## config.mk

```make
export PLATFORM = sky130hd
export DESIGN_NAME = spct_core
export DESIGN_NICKNAME = d
export VERILOG_FILES = /design/src/shared/spct_pkg.sv /design/src/spct_core.sv /design/src/spct_timer.sv
export SDC_FILE = /design/constraint.sdc
export NUM_CORES = 1
export LEC_CHECK = 0
export BUFFER_PORTS_ARGS = -buffer_cell sky130_fd_sc_hd__buf_2
export CAP_MARGIN = 20
export CELL_PAD_IN_SITES_DETAIL_PLACEMENT = 0
export CELL_PAD_IN_SITES_GLOBAL_PLACEMENT = 1
export CORE_MARGIN = 5
export CORE_UTILIZATION = 35
export CTS_BUF_LIST = sky130_fd_sc_hd__clkbuf_4 sky130_fd_sc_hd__clkbuf_8
export DETAILED_ROUTE_END_ITERATION = 10
export PLACE_DENSITY_LB_ADDON = 0.05
export SYNTH_ARGS = -nofsm -noshare
export SYNTH_HDL_FRONTEND = slang
export SYNTH_HIERARCHICAL = 1
export SYNTH_SLANG_ARGS = --single-unit
export TNS_END_PERCENT = 50
```

## constraint.sdc

```tcl
create_clock -name i_mclk -period 5.24 [get_ports i_mclk]
set_clock_uncertainty 0.2 [all_clocks]
set_input_delay 0.262 -clock i_mclk [delete_from_list [all_inputs] [get_ports i_mclk]]
set_output_delay 0.262 -clock i_mclk [all_outputs]
set_load 0.1 [all_outputs]
```

## src/shared/spct_pkg.sv

```systemverilog
// Shared constants for the serial peripheral timing and interrupt block
package spct_pkg;
    // Register byte offsets
    localparam logic [7:0] OFS_CTRL  = 8'h00;
    localparam logic [7:0] OFS_MODE  = 8'h04;
    localparam logic [7:0] OFS_RXD   = 8'h08;
    localparam logic [7:0] OFS_TXD   = 8'h0C;
    localparam logic [7:0] OFS_STAT  = 8'h10;
    localparam logic [7:0] OFS_IESET = 8'h14;
    localparam logic [7:0] OFS_IECLR = 8'h18;
    localparam logic [7:0] OFS_IMASK = 8'h1C;
    localparam logic [7:0] OFS_CFG0  = 8'h30;
    localparam logic [7:0] OFS_CFG3  = 8'h3C;
    // Interrupt bit layout
    localparam int IRQ_W       = 8;
    localparam int B_RX_READY  = 0;
    localparam int B_TX_EMPTY  = 1;
    localparam int B_FAULT     = 2;
    localparam int B_OVERRUN   = 3;
    localparam int B_DMA_LSB   = 4;
    // Control and mode fields
    localparam int C_EN_BIT    = 0;
    localparam int C_DIS_BIT   = 1;
    localparam int M_PRE_BIT   = 3;
    localparam int M_DEC_BIT   = 2;
    localparam int M_SEL_LSB   = 16;
    // Chip-select configuration fields
    localparam int F_ICD_LSB   = 24;
    localparam int F_SCD_LSB   = 16;
    localparam int F_DIV_LSB   = 8;
    localparam int F_LEN_LSB   = 4;
    localparam int F_PHASE_BIT = 1;
    localparam int F_IDLE_BIT  = 0;
    localparam logic [31:0] CFG_RESET  = 32'h0000_0000;
    localparam logic [31:0] MODE_RESET = 32'h0000_0000;
    // Timing limits, counts and shift amounts (log2 of multipliers) in master clocks
    localparam int         CNT_W       = 20;
    localparam logic [7:0] DIV_MIN     = 8'h02;
    localparam logic [4:0] BASE_BITS   = 5'h08;
    localparam logic [4:0] PRE_MUL     = 5'h05;
    localparam logic [4:0] GAP_MUL     = 5'h05;
    localparam logic [4:0] GAP_MUL_PRE = 5'h0A;
    localparam logic [CNT_W-1:0] GAP_MIN     = 20'h00004;
    localparam logic [CNT_W-1:0] GAP_MIN_PRE = 20'h00080;
    // Bus answers
    localparam logic [1:0] RESP_OK  = 2'h0;
    localparam logic [1:0] RESP_ERR = 2'h2;
    typedef enum logic [1:0] {S_IDLE, S_LEAD, S_SHIFT, S_GAP} spct_state_t;
endpackage : spct_pkg

```

## src/spct_core.sv

```systemverilog
// Serial peripheral master: per-select timing, serializer, interrupt regs
// Behaviour
// - Enable-set write sets masks for ones
// - Enable-clear write clears masks for ones
// - Mask view reads current enabled sources
// - Shared layout of eight interrupt bits
// - Idle level bit sets inactive clock level
// - Phase zero: change leading, sample trailing
// - Phase one: sample leading, change trailing
// - Length code zero to eight gives eight to sixteen bits
// - Clock divides by 2 or 64 times divider
// - Divider below two stops the clock
// - Select-to-clock delay, half period default
// - Inter-character gap, scaled by prescaler
// - Gap after every character, select kept
// - Prescale bit runs timing at clock/32
// - Decode uses register n for 4n..4n+3
//
// The AXI4-Lite slave port and the address map were decided locally.
`timescale 1ns/1ps
`default_nettype none
module spct_core (
    // Clock and reset
    input  wire logic        i_mclk,
    input  wire logic        i_rst,
    // AXI4-Lite slave
    input  wire logic [7:0]  i_s_axi_awaddr,
    input  wire logic        i_s_axi_awvalid,
    output logic             o_s_axi_awready,
    input  wire logic [31:0] i_s_axi_wdata,
    input  wire logic [3:0]  i_s_axi_wstrb,
    input  wire logic        i_s_axi_wvalid,
    output logic             o_s_axi_wready,
    output logic [1:0]       o_s_axi_bresp,
    output logic             o_s_axi_bvalid,
    input  wire logic        i_s_axi_bready,
    input  wire logic [7:0]  i_s_axi_araddr,
    input  wire logic        i_s_axi_arvalid,
    output logic             o_s_axi_arready,
    output logic [31:0]      o_s_axi_rdata,
    output logic [1:0]       o_s_axi_rresp,
    output logic             o_s_axi_rvalid,
    input  wire logic        i_s_axi_rready,
    // Unit events
    input  wire logic        i_conflict,
    input  wire logic [3:0]  i_dma_evt,
    // Serial link
    output logic             o_serial_clock_out,
    output logic             o_mosi,
    input  wire logic        i_miso,
    output logic [3:0]       o_peripheral_select_n,
    // Interrupt
    output logic             o_irq
);
    typedef logic [spct_pkg::CNT_W-1:0] spct_cnt_t;

    logic [31:0] cfg_reg [4];
    logic [31:0] mode_reg;
    logic        enable_reg;
    logic [7:0]  mask_reg;
    logic [7:0]  status_reg;
    logic [15:0] txd_reg;
    logic        tx_full_reg;
    logic [15:0] rxd_reg;
    logic        aw_full_reg;
    logic        w_full_reg;
    logic [7:0]  waddr_reg;
    logic [31:0] wdata_reg;
    logic [3:0]  wstrb_reg;
    logic        bvalid_reg;
    logic [1:0]  bresp_reg;
    logic        rvalid_reg;
    logic [31:0] rdata_reg;
    logic [1:0]  rresp_reg;
    spct_pkg::spct_state_t state_reg;
    logic [1:0]  act_idx_reg;
    logic [3:0]  sel_n_reg;
    logic [15:0] tx_sh_reg;
    logic [15:0] rx_sh_reg;
    logic [4:0]  edge_reg;
    logic        sclk_reg;
    logic        mosi_reg;
    logic        irq_reg;

    // Byte-lane merge for writable registers
    function automatic logic [31:0] merge(input logic [31:0] old_v,
                                          input logic [31:0] new_v,
                                          input logic [3:0]  strb);
        logic [31:0] r;
        r = old_v;
        for (int i = 0; i < 4; i++)
            if (strb[i])
                r[i*8 +: 8] = new_v[i*8 +: 8];
        return r;
    endfunction : merge

    // Configuration register that governs a given select value
    function automatic logic [1:0] cfg_index(input logic       dec,
                                             input logic [3:0] pcs);
        if (dec)
            return pcs[3:2];
        else if (!pcs[0])
            return 2'h0;
        else if (!pcs[1])
            return 2'h1;
        else if (!pcs[2])
            return 2'h2;
        else
            return 2'h3;
    endfunction : cfg_index

    // Field value scaled by a power of two, in master clocks
    function automatic spct_cnt_t scale(input logic [7:0] v,
                                        input logic [4:0] sh);
        return spct_cnt_t'({12'h000, v} << sh);
    endfunction : scale

    // Offset falls on one of the four select configuration registers
    function automatic logic is_cfg(input logic [7:0] a);
        return a >= spct_pkg::OFS_CFG0 && a <= spct_pkg::OFS_CFG3;
    endfunction : is_cfg

    // Settings of the select in use
    logic [31:0] cfg_act;
    logic        pre;
    logic [7:0]  div_f;
    logic [7:0]  scd_f;
    logic [7:0]  icd_f;
    logic [4:0]  nbits;
    logic        phase;
    logic [1:0]  new_idx;
    logic [31:0] cfg_new;
    spct_cnt_t   half_cnt;
    spct_cnt_t   lead_cnt;
    spct_cnt_t   gap_cnt;

    assign pre     = mode_reg[spct_pkg::M_PRE_BIT];
    assign new_idx = cfg_index(mode_reg[spct_pkg::M_DEC_BIT],
                               mode_reg[spct_pkg::M_SEL_LSB +: 4]);
    assign cfg_new = cfg_reg[new_idx];
    // The index is latched only at start, so idle timing uses the new select
    assign cfg_act = (state_reg == spct_pkg::S_IDLE) ? cfg_new
                                                     : cfg_reg[act_idx_reg];
    assign div_f   = cfg_act[spct_pkg::F_DIV_LSB +: 8];
    assign scd_f   = cfg_act[spct_pkg::F_SCD_LSB +: 8];
    assign icd_f   = cfg_act[spct_pkg::F_ICD_LSB +: 8];
    assign phase   = cfg_act[spct_pkg::F_PHASE_BIT];
    assign nbits   = spct_pkg::BASE_BITS
                   + {1'b0, cfg_act[spct_pkg::F_LEN_LSB +: 4]};
    // Half a serial period is divider or 32 x divider master clocks
    assign half_cnt = scale(div_f, pre ? spct_pkg::PRE_MUL : 5'h00);
    assign lead_cnt = (scd_f == 8'h00) ? half_cnt
                    : scale(scd_f, pre ? spct_pkg::PRE_MUL : 5'h00);
    assign gap_cnt  = (icd_f == 8'h00)
                    ? (pre ? spct_pkg::GAP_MIN_PRE : spct_pkg::GAP_MIN)
                    : scale(icd_f, pre ? spct_pkg::GAP_MUL_PRE
                                       : spct_pkg::GAP_MUL);

    // Bus handshakes
    logic wr_go;
    logic rd_go;
    logic wr_map;
    assign o_s_axi_awready = !aw_full_reg;
    assign o_s_axi_wready  = !w_full_reg;
    assign o_s_axi_arready = !rvalid_reg;
    assign o_s_axi_bvalid  = bvalid_reg;
    assign o_s_axi_bresp   = bresp_reg;
    assign o_s_axi_rvalid  = rvalid_reg;
    assign o_s_axi_rdata   = rdata_reg;
    assign o_s_axi_rresp   = rresp_reg;
    assign wr_go = aw_full_reg && w_full_reg && !bvalid_reg;
    assign rd_go = i_s_axi_arvalid && !rvalid_reg;
    assign wr_map = (waddr_reg <= spct_pkg::OFS_IMASK) || is_cfg(waddr_reg);

    always_ff @(posedge i_mclk)
    begin
        if (i_rst)
        begin
            aw_full_reg <= 1'b0;
            w_full_reg  <= 1'b0;
            waddr_reg   <= 8'h00;
            wdata_reg   <= 32'h0000_0000;
            wstrb_reg   <= 4'h0;
            bvalid_reg  <= 1'b0;
            bresp_reg   <= spct_pkg::RESP_OK;
        end
        else
        begin
            if (i_s_axi_awvalid && !aw_full_reg)
            begin
                aw_full_reg <= 1'b1;
                waddr_reg   <= {i_s_axi_awaddr[7:2], 2'b00};
            end
            if (i_s_axi_wvalid && !w_full_reg)
            begin
                w_full_reg <= 1'b1;
                wdata_reg  <= i_s_axi_wdata;
                wstrb_reg  <= i_s_axi_wstrb;
            end
            if (wr_go)
            begin
                aw_full_reg <= 1'b0;
                w_full_reg  <= 1'b0;
                bvalid_reg  <= 1'b1;
                bresp_reg   <= wr_map ? spct_pkg::RESP_OK
                                      : spct_pkg::RESP_ERR;
            end
            else if (bvalid_reg && i_s_axi_bready)
                bvalid_reg <= 1'b0;
        end
    end

    // Read mux; bits above the RXD, STAT and IMASK fields read zero
    always_ff @(posedge i_mclk)
    begin
        if (i_rst)
        begin
            rvalid_reg <= 1'b0;
            rdata_reg  <= 32'h0000_0000;
            rresp_reg  <= spct_pkg::RESP_OK;
        end
        else if (rd_go)
        begin
            rvalid_reg <= 1'b1;
            rresp_reg  <= spct_pkg::RESP_OK;
            rdata_reg  <= 32'h0000_0000;
            case ({i_s_axi_araddr[7:2], 2'b00})
                spct_pkg::OFS_MODE:  rdata_reg <= mode_reg;
                spct_pkg::OFS_RXD:   rdata_reg <= {16'h0000, rxd_reg};
                spct_pkg::OFS_STAT:  rdata_reg <= {24'h000000, status_reg};
                spct_pkg::OFS_IMASK: rdata_reg <= {24'h000000, mask_reg};
                spct_pkg::OFS_CTRL, spct_pkg::OFS_TXD,
                spct_pkg::OFS_IESET, spct_pkg::OFS_IECLR:
                    rdata_reg <= 32'h0000_0000;
                default:
                    if (is_cfg({i_s_axi_araddr[7:2], 2'b00}))
                        rdata_reg <= cfg_reg[i_s_axi_araddr[3:2]];
                    else
                        rresp_reg <= spct_pkg::RESP_ERR;
            endcase
        end
        else if (rvalid_reg && i_s_axi_rready)
            rvalid_reg <= 1'b0;
    end

    // Configuration and mode registers
    always_ff @(posedge i_mclk)
    begin
        if (i_rst)
        begin
            mode_reg <= spct_pkg::MODE_RESET;
            for (int i = 0; i < 4; i++)
                cfg_reg[i] <= spct_pkg::CFG_RESET;
        end
        else if (wr_go)
        begin
            if (waddr_reg == spct_pkg::OFS_MODE)
                mode_reg <= merge(mode_reg, wdata_reg, wstrb_reg);
            if (is_cfg(waddr_reg))
                cfg_reg[waddr_reg[3:2]] <= merge(cfg_reg[waddr_reg[3:2]],
                                                 wdata_reg, wstrb_reg);
        end
    end

    // Interrupt mask: set and clear ports never store a value of their own
    always_ff @(posedge i_mclk)
    begin
        if (i_rst)
            mask_reg <= 8'h00;
        else if (wr_go && wstrb_reg[0])
        begin
            if (waddr_reg == spct_pkg::OFS_IESET)
                mask_reg <= mask_reg | wdata_reg[7:0];
            else if (waddr_reg == spct_pkg::OFS_IECLR)
                mask_reg <= mask_reg & ~wdata_reg[7:0];
        end
    end

    // Enable: disable wins when both are written at once
    logic wr_ctrl;
    logic wr_txd;
    assign wr_ctrl = wr_go && waddr_reg == spct_pkg::OFS_CTRL && wstrb_reg[0];
    assign wr_txd  = wr_go && waddr_reg == spct_pkg::OFS_TXD;

    always_ff @(posedge i_mclk)
    begin
        if (i_rst)
            enable_reg <= 1'b0;
        else if (wr_ctrl && wdata_reg[spct_pkg::C_DIS_BIT])
            enable_reg <= 1'b0;
        else if (wr_ctrl && wdata_reg[spct_pkg::C_EN_BIT])
            enable_reg <= 1'b1;
    end

    // Transfer engine
    logic start;
    logic timer_done;
    logic timer_load;
    spct_cnt_t timer_cnt;
    logic do_edge;
    logic last_edge;
    logic sample_edge;
    logic xfer_end;
    logic [15:0] rx_next;

    // A divider below two leaves the engine idle and the clock parked
    assign start = (state_reg == spct_pkg::S_IDLE) && enable_reg
                && tx_full_reg
                && cfg_new[spct_pkg::F_DIV_LSB +: 8] >= spct_pkg::DIV_MIN;
    assign do_edge = timer_done && (state_reg == spct_pkg::S_LEAD
                                 || state_reg == spct_pkg::S_SHIFT);
    assign last_edge = edge_reg == 5'(({1'b0, nbits} << 1) - 6'h01);
    // Leading edges are the even ones
    assign sample_edge = (edge_reg[0] != phase);
    assign rx_next = sample_edge ? {rx_sh_reg[14:0], i_miso} : rx_sh_reg;
    assign xfer_end = do_edge && last_edge;
    assign timer_load = start || do_edge
                     || (state_reg == spct_pkg::S_GAP && timer_done);
    assign timer_cnt = start ? lead_cnt : xfer_end ? gap_cnt : half_cnt;

    spct_timer u_timer (
        .i_mclk  (i_mclk),
        .i_rst   (i_rst),
        .i_load  (timer_load),
        .i_count (timer_cnt),
        .o_done  (timer_done)
    );

    always_ff @(posedge i_mclk)
    begin
        if (i_rst)
        begin
            state_reg   <= spct_pkg::S_IDLE;
            act_idx_reg <= 2'h0;
            sel_n_reg   <= 4'hF;
        end
        else
        begin
            case (state_reg)
                spct_pkg::S_IDLE:
                    if (start)
                    begin
                        state_reg   <= spct_pkg::S_LEAD;
                        act_idx_reg <= new_idx;
                        sel_n_reg   <= mode_reg[spct_pkg::M_DEC_BIT]
                                     ? mode_reg[spct_pkg::M_SEL_LSB +: 4]
                                     : ~(4'h1 << new_idx);
                    end
                spct_pkg::S_LEAD:
                    if (do_edge)
                        state_reg <= spct_pkg::S_SHIFT;
                spct_pkg::S_SHIFT:
                    if (xfer_end)
                        state_reg <= spct_pkg::S_GAP;
                spct_pkg::S_GAP:
                    if (timer_done)
                    begin
                        // Back-to-back data keeps the same select asserted
                        if (enable_reg && tx_full_reg)
                            state_reg <= spct_pkg::S_LEAD;
                        else
                        begin
                            state_reg <= spct_pkg::S_IDLE;
                            sel_n_reg <= 4'hF;
                        end
                    end
                default: state_reg <= spct_pkg::S_IDLE;
            endcase
        end
    end

    // Data load at the start of each character
    logic load_char;
    logic [15:0] tx_left;
    assign load_char = start
                    || (state_reg == spct_pkg::S_GAP && timer_done
                        && enable_reg && tx_full_reg);
    assign tx_left = txd_reg << (5'h10 - nbits);

    always_ff @(posedge i_mclk)
    begin
        if (i_rst)
        begin
            tx_sh_reg <= 16'h0000;
            rx_sh_reg <= 16'h0000;
            edge_reg  <= 5'h00;
            mosi_reg  <= 1'b0;
            sclk_reg  <= 1'b0;
        end
        else if (load_char)
        begin
            // Phase one puts the first bit out before edge zero
            tx_sh_reg <= phase ? {tx_left[14:0], 1'b0} : tx_left;
            rx_sh_reg <= 16'h0000;
            edge_reg  <= 5'h00;
            mosi_reg  <= tx_left[15];
        end
        else if (do_edge)
        begin
            sclk_reg <= ~sclk_reg;
            edge_reg <= edge_reg + 5'h01;
            if (sample_edge)
                rx_sh_reg <= rx_next;
            else
            begin
                mosi_reg  <= tx_sh_reg[15];
                tx_sh_reg <= {tx_sh_reg[14:0], 1'b0};
            end
        end
        else if (state_reg == spct_pkg::S_IDLE)
            sclk_reg <= cfg_new[spct_pkg::F_IDLE_BIT];
    end

    // Transmit holding and receive registers
    always_ff @(posedge i_mclk)
    begin
        if (i_rst)
        begin
            txd_reg     <= 16'h0000;
            tx_full_reg <= 1'b0;
            rxd_reg     <= 16'h0000;
        end
        else
        begin
            if (wr_txd)
            begin
                txd_reg     <= wdata_reg[15:0];
                tx_full_reg <= 1'b1;
            end
            else if (load_char)
                tx_full_reg <= 1'b0;
            if (xfer_end)
                rxd_reg <= rx_next;
        end
    end

    // Sticky status; a new event wins over a clear in the same cycle
    logic [7:0] events;
    logic [7:0] clr;
    logic       rd_rx;
    assign rd_rx = rd_go && {i_s_axi_araddr[7:2], 2'b00} == spct_pkg::OFS_RXD;
    assign events = {i_dma_evt, status_reg[spct_pkg::B_RX_READY] && xfer_end,
                     i_conflict && enable_reg, load_char, xfer_end};
    assign clr = ((wr_go && waddr_reg == spct_pkg::OFS_STAT && wstrb_reg[0])
                  ? wdata_reg[7:0] : 8'h00)
               | {7'h00, rd_rx};

    always_ff @(posedge i_mclk)
    begin
        if (i_rst)
        begin
            status_reg <= 8'h00;
            irq_reg    <= 1'b0;
        end
        else
        begin
            status_reg <= (status_reg & ~clr) | events;
            irq_reg    <= |(status_reg & mask_reg);
        end
    end

    assign o_serial_clock_out    = sclk_reg;
    assign o_mosi                = mosi_reg;
    assign o_peripheral_select_n = sel_n_reg;
    assign o_irq                 = irq_reg;

    // Toggles counted on the pin itself, independent of the edge counter
    logic       sclk_q_reg;
    logic [5:0] tog_reg;
    always_ff @(posedge i_mclk)
    begin
        sclk_q_reg <= sclk_reg;
        if (i_rst || load_char)
            tog_reg <= 6'h00;
        else if (sclk_reg != sclk_q_reg)
            tog_reg <= tog_reg + 6'h01;
    end
endmodule : spct_core
`default_nettype wire

```

## src/spct_timer.sv

```systemverilog
// Down counter that pulses once a loaded number of cycles has elapsed
`timescale 1ns/1ps
`default_nettype none
module spct_timer (
    // Clock and reset
    input  wire logic                      i_mclk,
    input  wire logic                      i_rst,
    // Load and expiry
    input  wire logic                      i_load,
    input  wire logic [spct_pkg::CNT_W-1:0] i_count,
    output logic                           o_done
);
    logic [spct_pkg::CNT_W-1:0] cnt_reg;

    always_ff @(posedge i_mclk)
    begin
        if (i_rst)
            cnt_reg <= '0;
        else if (i_load)
            cnt_reg <= i_count;
        else if (cnt_reg != '0)
            cnt_reg <= cnt_reg - 1'b1;
    end

    // Pulse on the last counted cycle so the caller reloads without a gap
    assign o_done = (cnt_reg == {{(spct_pkg::CNT_W-1){1'b0}}, 1'b1});
endmodule : spct_timer
`default_nettype wire

```

==> results.txt <==
The fraction of layout instances using a drive strength above 1 is 0.185. The area after detailed placement was 20,700 sq um; the number of levels in the clock H-tree was 3. The die covers 60,100 sq um. Counting the fill cells in the layout gives 5,495. The total number of placement rows came out at 86. The worst-case reg-to-reg path depth works out to 17. For the finished layout, the period the worst path requires is 4.74 ns. Setup repair after global routing left no endpoint under its margin. The starting utilization of the core area came out at 0.352. The delay of the slowest cell on the worst path is 0.73 ns.

The most used flip-flop cell after synthesis is sky130_fd_sc_hd__dfxtp_1. On the critical path, the stage with the largest delay is an instance of sky130_fd_sc_hd__dfxtp_1. The worst setup path is launched from a register.

The post-route clock period utilization was 0.904; the number of antenna violations at the first check in global routing was 2. The detail route stage leaves a number of antenna-violating nets equal to 0. Along the worst hold path, the cell count comes to 3.

For the total global-route track usage, the log shows 0.230. The run finished with clean final reports. The cell with the most instances on the worst path is sky130_fd_sc_hd__nand2_1. The run gives 8.47 nW as the leakage power.

The mean post-synth cell area was 9.25 sq um; the global-route congestion overflow total was 0. The transition time at the pin with the least slew margin was 1.05 ns. The relative slew slack is 0.298, and the final count of pins violating max slew is 0. Leaving out filler cells and counting taps, the final layout contains 3,025.

Max-cap violations in this run came to 0. IR analysis of the VDD net gives a maximum drop of 0.000136 V. Count of distinct cell types in the synthesized netlist: 84. The first detailed-routing pass took 5 iterations.

The total negative slack for setup checks was 0 ns; the area overhead of the layout relative to synthesis was 17.5%. Deepest clock path buffer count: 3. In the routed layout, each cell is associated on average with a via count of 5.55. The number of global-route vias before repair is 16,420, and the number of placed instances, taps included is 2,839. The share of flip-flops with an asynchronous set or reset after synthesis came out at 0. The number of design-rule violations left by the first detailed-router iteration came out at 1,443.

After detailed routing, the number of remaining DRC violations is 0. Dividing the detail-routed wire length by the instance count gives 23.2 um. The peak fanout along the critical path came out at 20. The run gives 55,000 sq um as the floorplan core area. For the data required time of the critical path, the log shows 5.59 ns. TritonCTS built the clock tree.

The tools report the netlist area before placement as 19,400 sq um. The clock transition at the register clock pins on the worst setup and hold paths after CTS was 0.06 ns; the CTS buffer count was 68. The half-perimeter wire length after placement is 48,200 um, and the sequential element share of the synthesized area is 0.438. The vertical die dimension was 245 um; the die extent in x was 245 um. The root cell of the clock tree is sky130_fd_sc_hd__clkbuf_8.

In this run, synthesis produced a sequential element count of 360. Clock tree synthesis found a total of 360 sinks. The register with the most flip-flops in the layout has 128 of them. Based on the critical path, the design can be clocked at up to 211 MHz.

The arrival time at the worst endpoint is 5.09 ns, and the final number of setup-violating endpoints is 0. The signal on the critical path passes through nor2b_1, a211o_1, o31ai_4, inv_2, ha_1, or3b_2, o21ai_0, nor4_4, xnor2_1, nor3_2, and2_1, nand2_1, a311oi_1, nand2_1, o21ai_0, nand2_1, a21oi_1. The worst setup path is captured at a register. The number of synthesis warnings was 6.

The logs give 22,700 sq um for the final non-filler cell area and 70,200 um for the final wirelength. Total of buffers placed on input and output ports: 106. The global-route wire length before repair is 106,000 um, and the number of endpoints with negative hold slack in the final report is 0. The later pin in the worst-skew pair is clocked with a latency of 0.64 ns.

Count of pins on the block boundary: 113. Post-CTS timing repair inserted 0 buffers for setup. The critical path is of the reg -> reg type.

The count of flip-flops with a built-in enable after synthesis was 128; the number of vias in the routed layout was 16,788. After the last flow step, the layout net total stands at 2,297. Dividing total power by cell area gives a power density of 351 nW/um^2. In the synthesized netlist, the number of instances is 2,093. Pin count of the biggest net entering global routing: 80.

Routability-driven placement finished with a final weighted congestion of 0.862. The min-delay analysis places its worst path in the category in -> reg.
report_power, final:
group	switching, mW	leakage, nW	total, mW	internal [mW]
combinational	1.25	4.50	1.91	0.664
sequential	0.159	3.21	3.18	3.02
clock	1.25	0.760	2.88	1.63
cells in the mapped netlist, drive strengths merged, types with 17 or more instances:
library cell,number,share of area
mux4,68,0.079
buf,48,0.014
o21ai,49,0.013
a311oi,32,0.014
edfxtp,128,0.20
nor3,56,0.015
inv,21,0.0041
a221oi,30,0.014
nand3,67,0.017
dfxtp,232,0.24
mux2i,78,0.040
and2,54,0.017
and3,108,0.035
nor2,170,0.033
nand2,314,0.061
clkbuf,139,0.027
a211oi,50,0.019
a21oi,189,0.049
a22oi,17,0.0066
or3,18,0.0058
per-stage QoR:
stage | total power, mW | hold slack, ns | utilization | setup WS [ns]
after global placement | 5.10 | 0.242 | 0.376 | 0.628
final | 7.97 | 0.161 | 0.414 | 0.504
after global routing | 8.38 | 0.138 | 0.414 | 0.252
after CTS | 8.07 | 0.0997 | 0.414 | 0.581
after detailed placement | 5.11 | 0.247 | 0.376 | 0.593
after floorplan | 4.54 | 0.162 | - | 1.20
metal layers:
layer  vias to the layer above  global-route usage  part of all wire
met4                         2              0.0528             0.015
met3                        79              0.0400             0.058
met5                         -                   0           0.00019
met2                       452               0.356              0.45
met1                      8266               0.337              0.48
li1                       7989                   -                 -
cell families after synthesis:
kind of cell,Yosys count,share of synthesized area
DFF,360,0.438
AOI/OAI and AO/OA,492,0.168
muxes,152,0.123
buffers and inverters,209,0.0452
other,1,0.000194
adders and majority gates,9,0.00581
and+or+nand+nor,848,0.209
xor gates and xnor gates,22,0.0110
path summary, 6_finish.rpt:
check                                startpoint                 end  slack (ns)
worst min register to register     mode_reg[30]        mode_reg[30]        0.26
worst max register to register      mode_reg[2]  u_timer/cnt_reg[2]        0.50
worst max-delay path                mode_reg[2]  u_timer/cnt_reg[2]        0.50
worst min-delay path            i_s_axi_awvalid         aw_full_reg        0.16
what timing repair did:
item                      in CTS  in global routing
hold buffers                  62                  0
hold endpoints to repair      89                  0
resized for setup              0                  0
critical path: cells and delay by family, from the launching register on:
kind / cells / cell delay [ns]
compound gates: 6 / 1.21
simple gates: 8 / 2.03
xor+xnor: 1 / 0.16
flops: 1 / 0.73
buf+inv: 1 / 0.11
fa+ha+maj: 1 / 0.17
layout make-up:
class	instances	area [sq um]	area share
antenna	1	2.50	0.000110
timing repair buffer	244	1730	0.0761
clock buffer	110	1350	0.0594
sequential	360	8490	0.373
clock inverter	13	78.8	0.00347
inverter	22	82.6	0.00363
tap	748	936	0.0411
multi-input combinational	1527	10100	0.443
layout by cell type, fill, tap and decap left out, types with 54 or more instances in the layout:
master,synthesis,layout
sky130_fd_sc_hd__a21oi_1,189,189
sky130_fd_sc_hd__nand3_1,67,67
sky130_fd_sc_hd__mux4_2,68,68
sky130_fd_sc_hd__dfxtp_1,232,231
sky130_fd_sc_hd__buf_2,24,105
sky130_fd_sc_hd__buf_4,10,75
sky130_fd_sc_hd__clkbuf_8,0,84
sky130_fd_sc_hd__dlygate4sd3_1,0,62
sky130_fd_sc_hd__and3_1,107,106
sky130_fd_sc_hd__mux2i_1,78,78
sky130_fd_sc_hd__nand2_1,313,313
sky130_fd_sc_hd__and2_1,54,54
sky130_fd_sc_hd__edfxtp_1,128,128
sky130_fd_sc_hd__nor2_1,170,166
(Power assumes the default switching activity.)
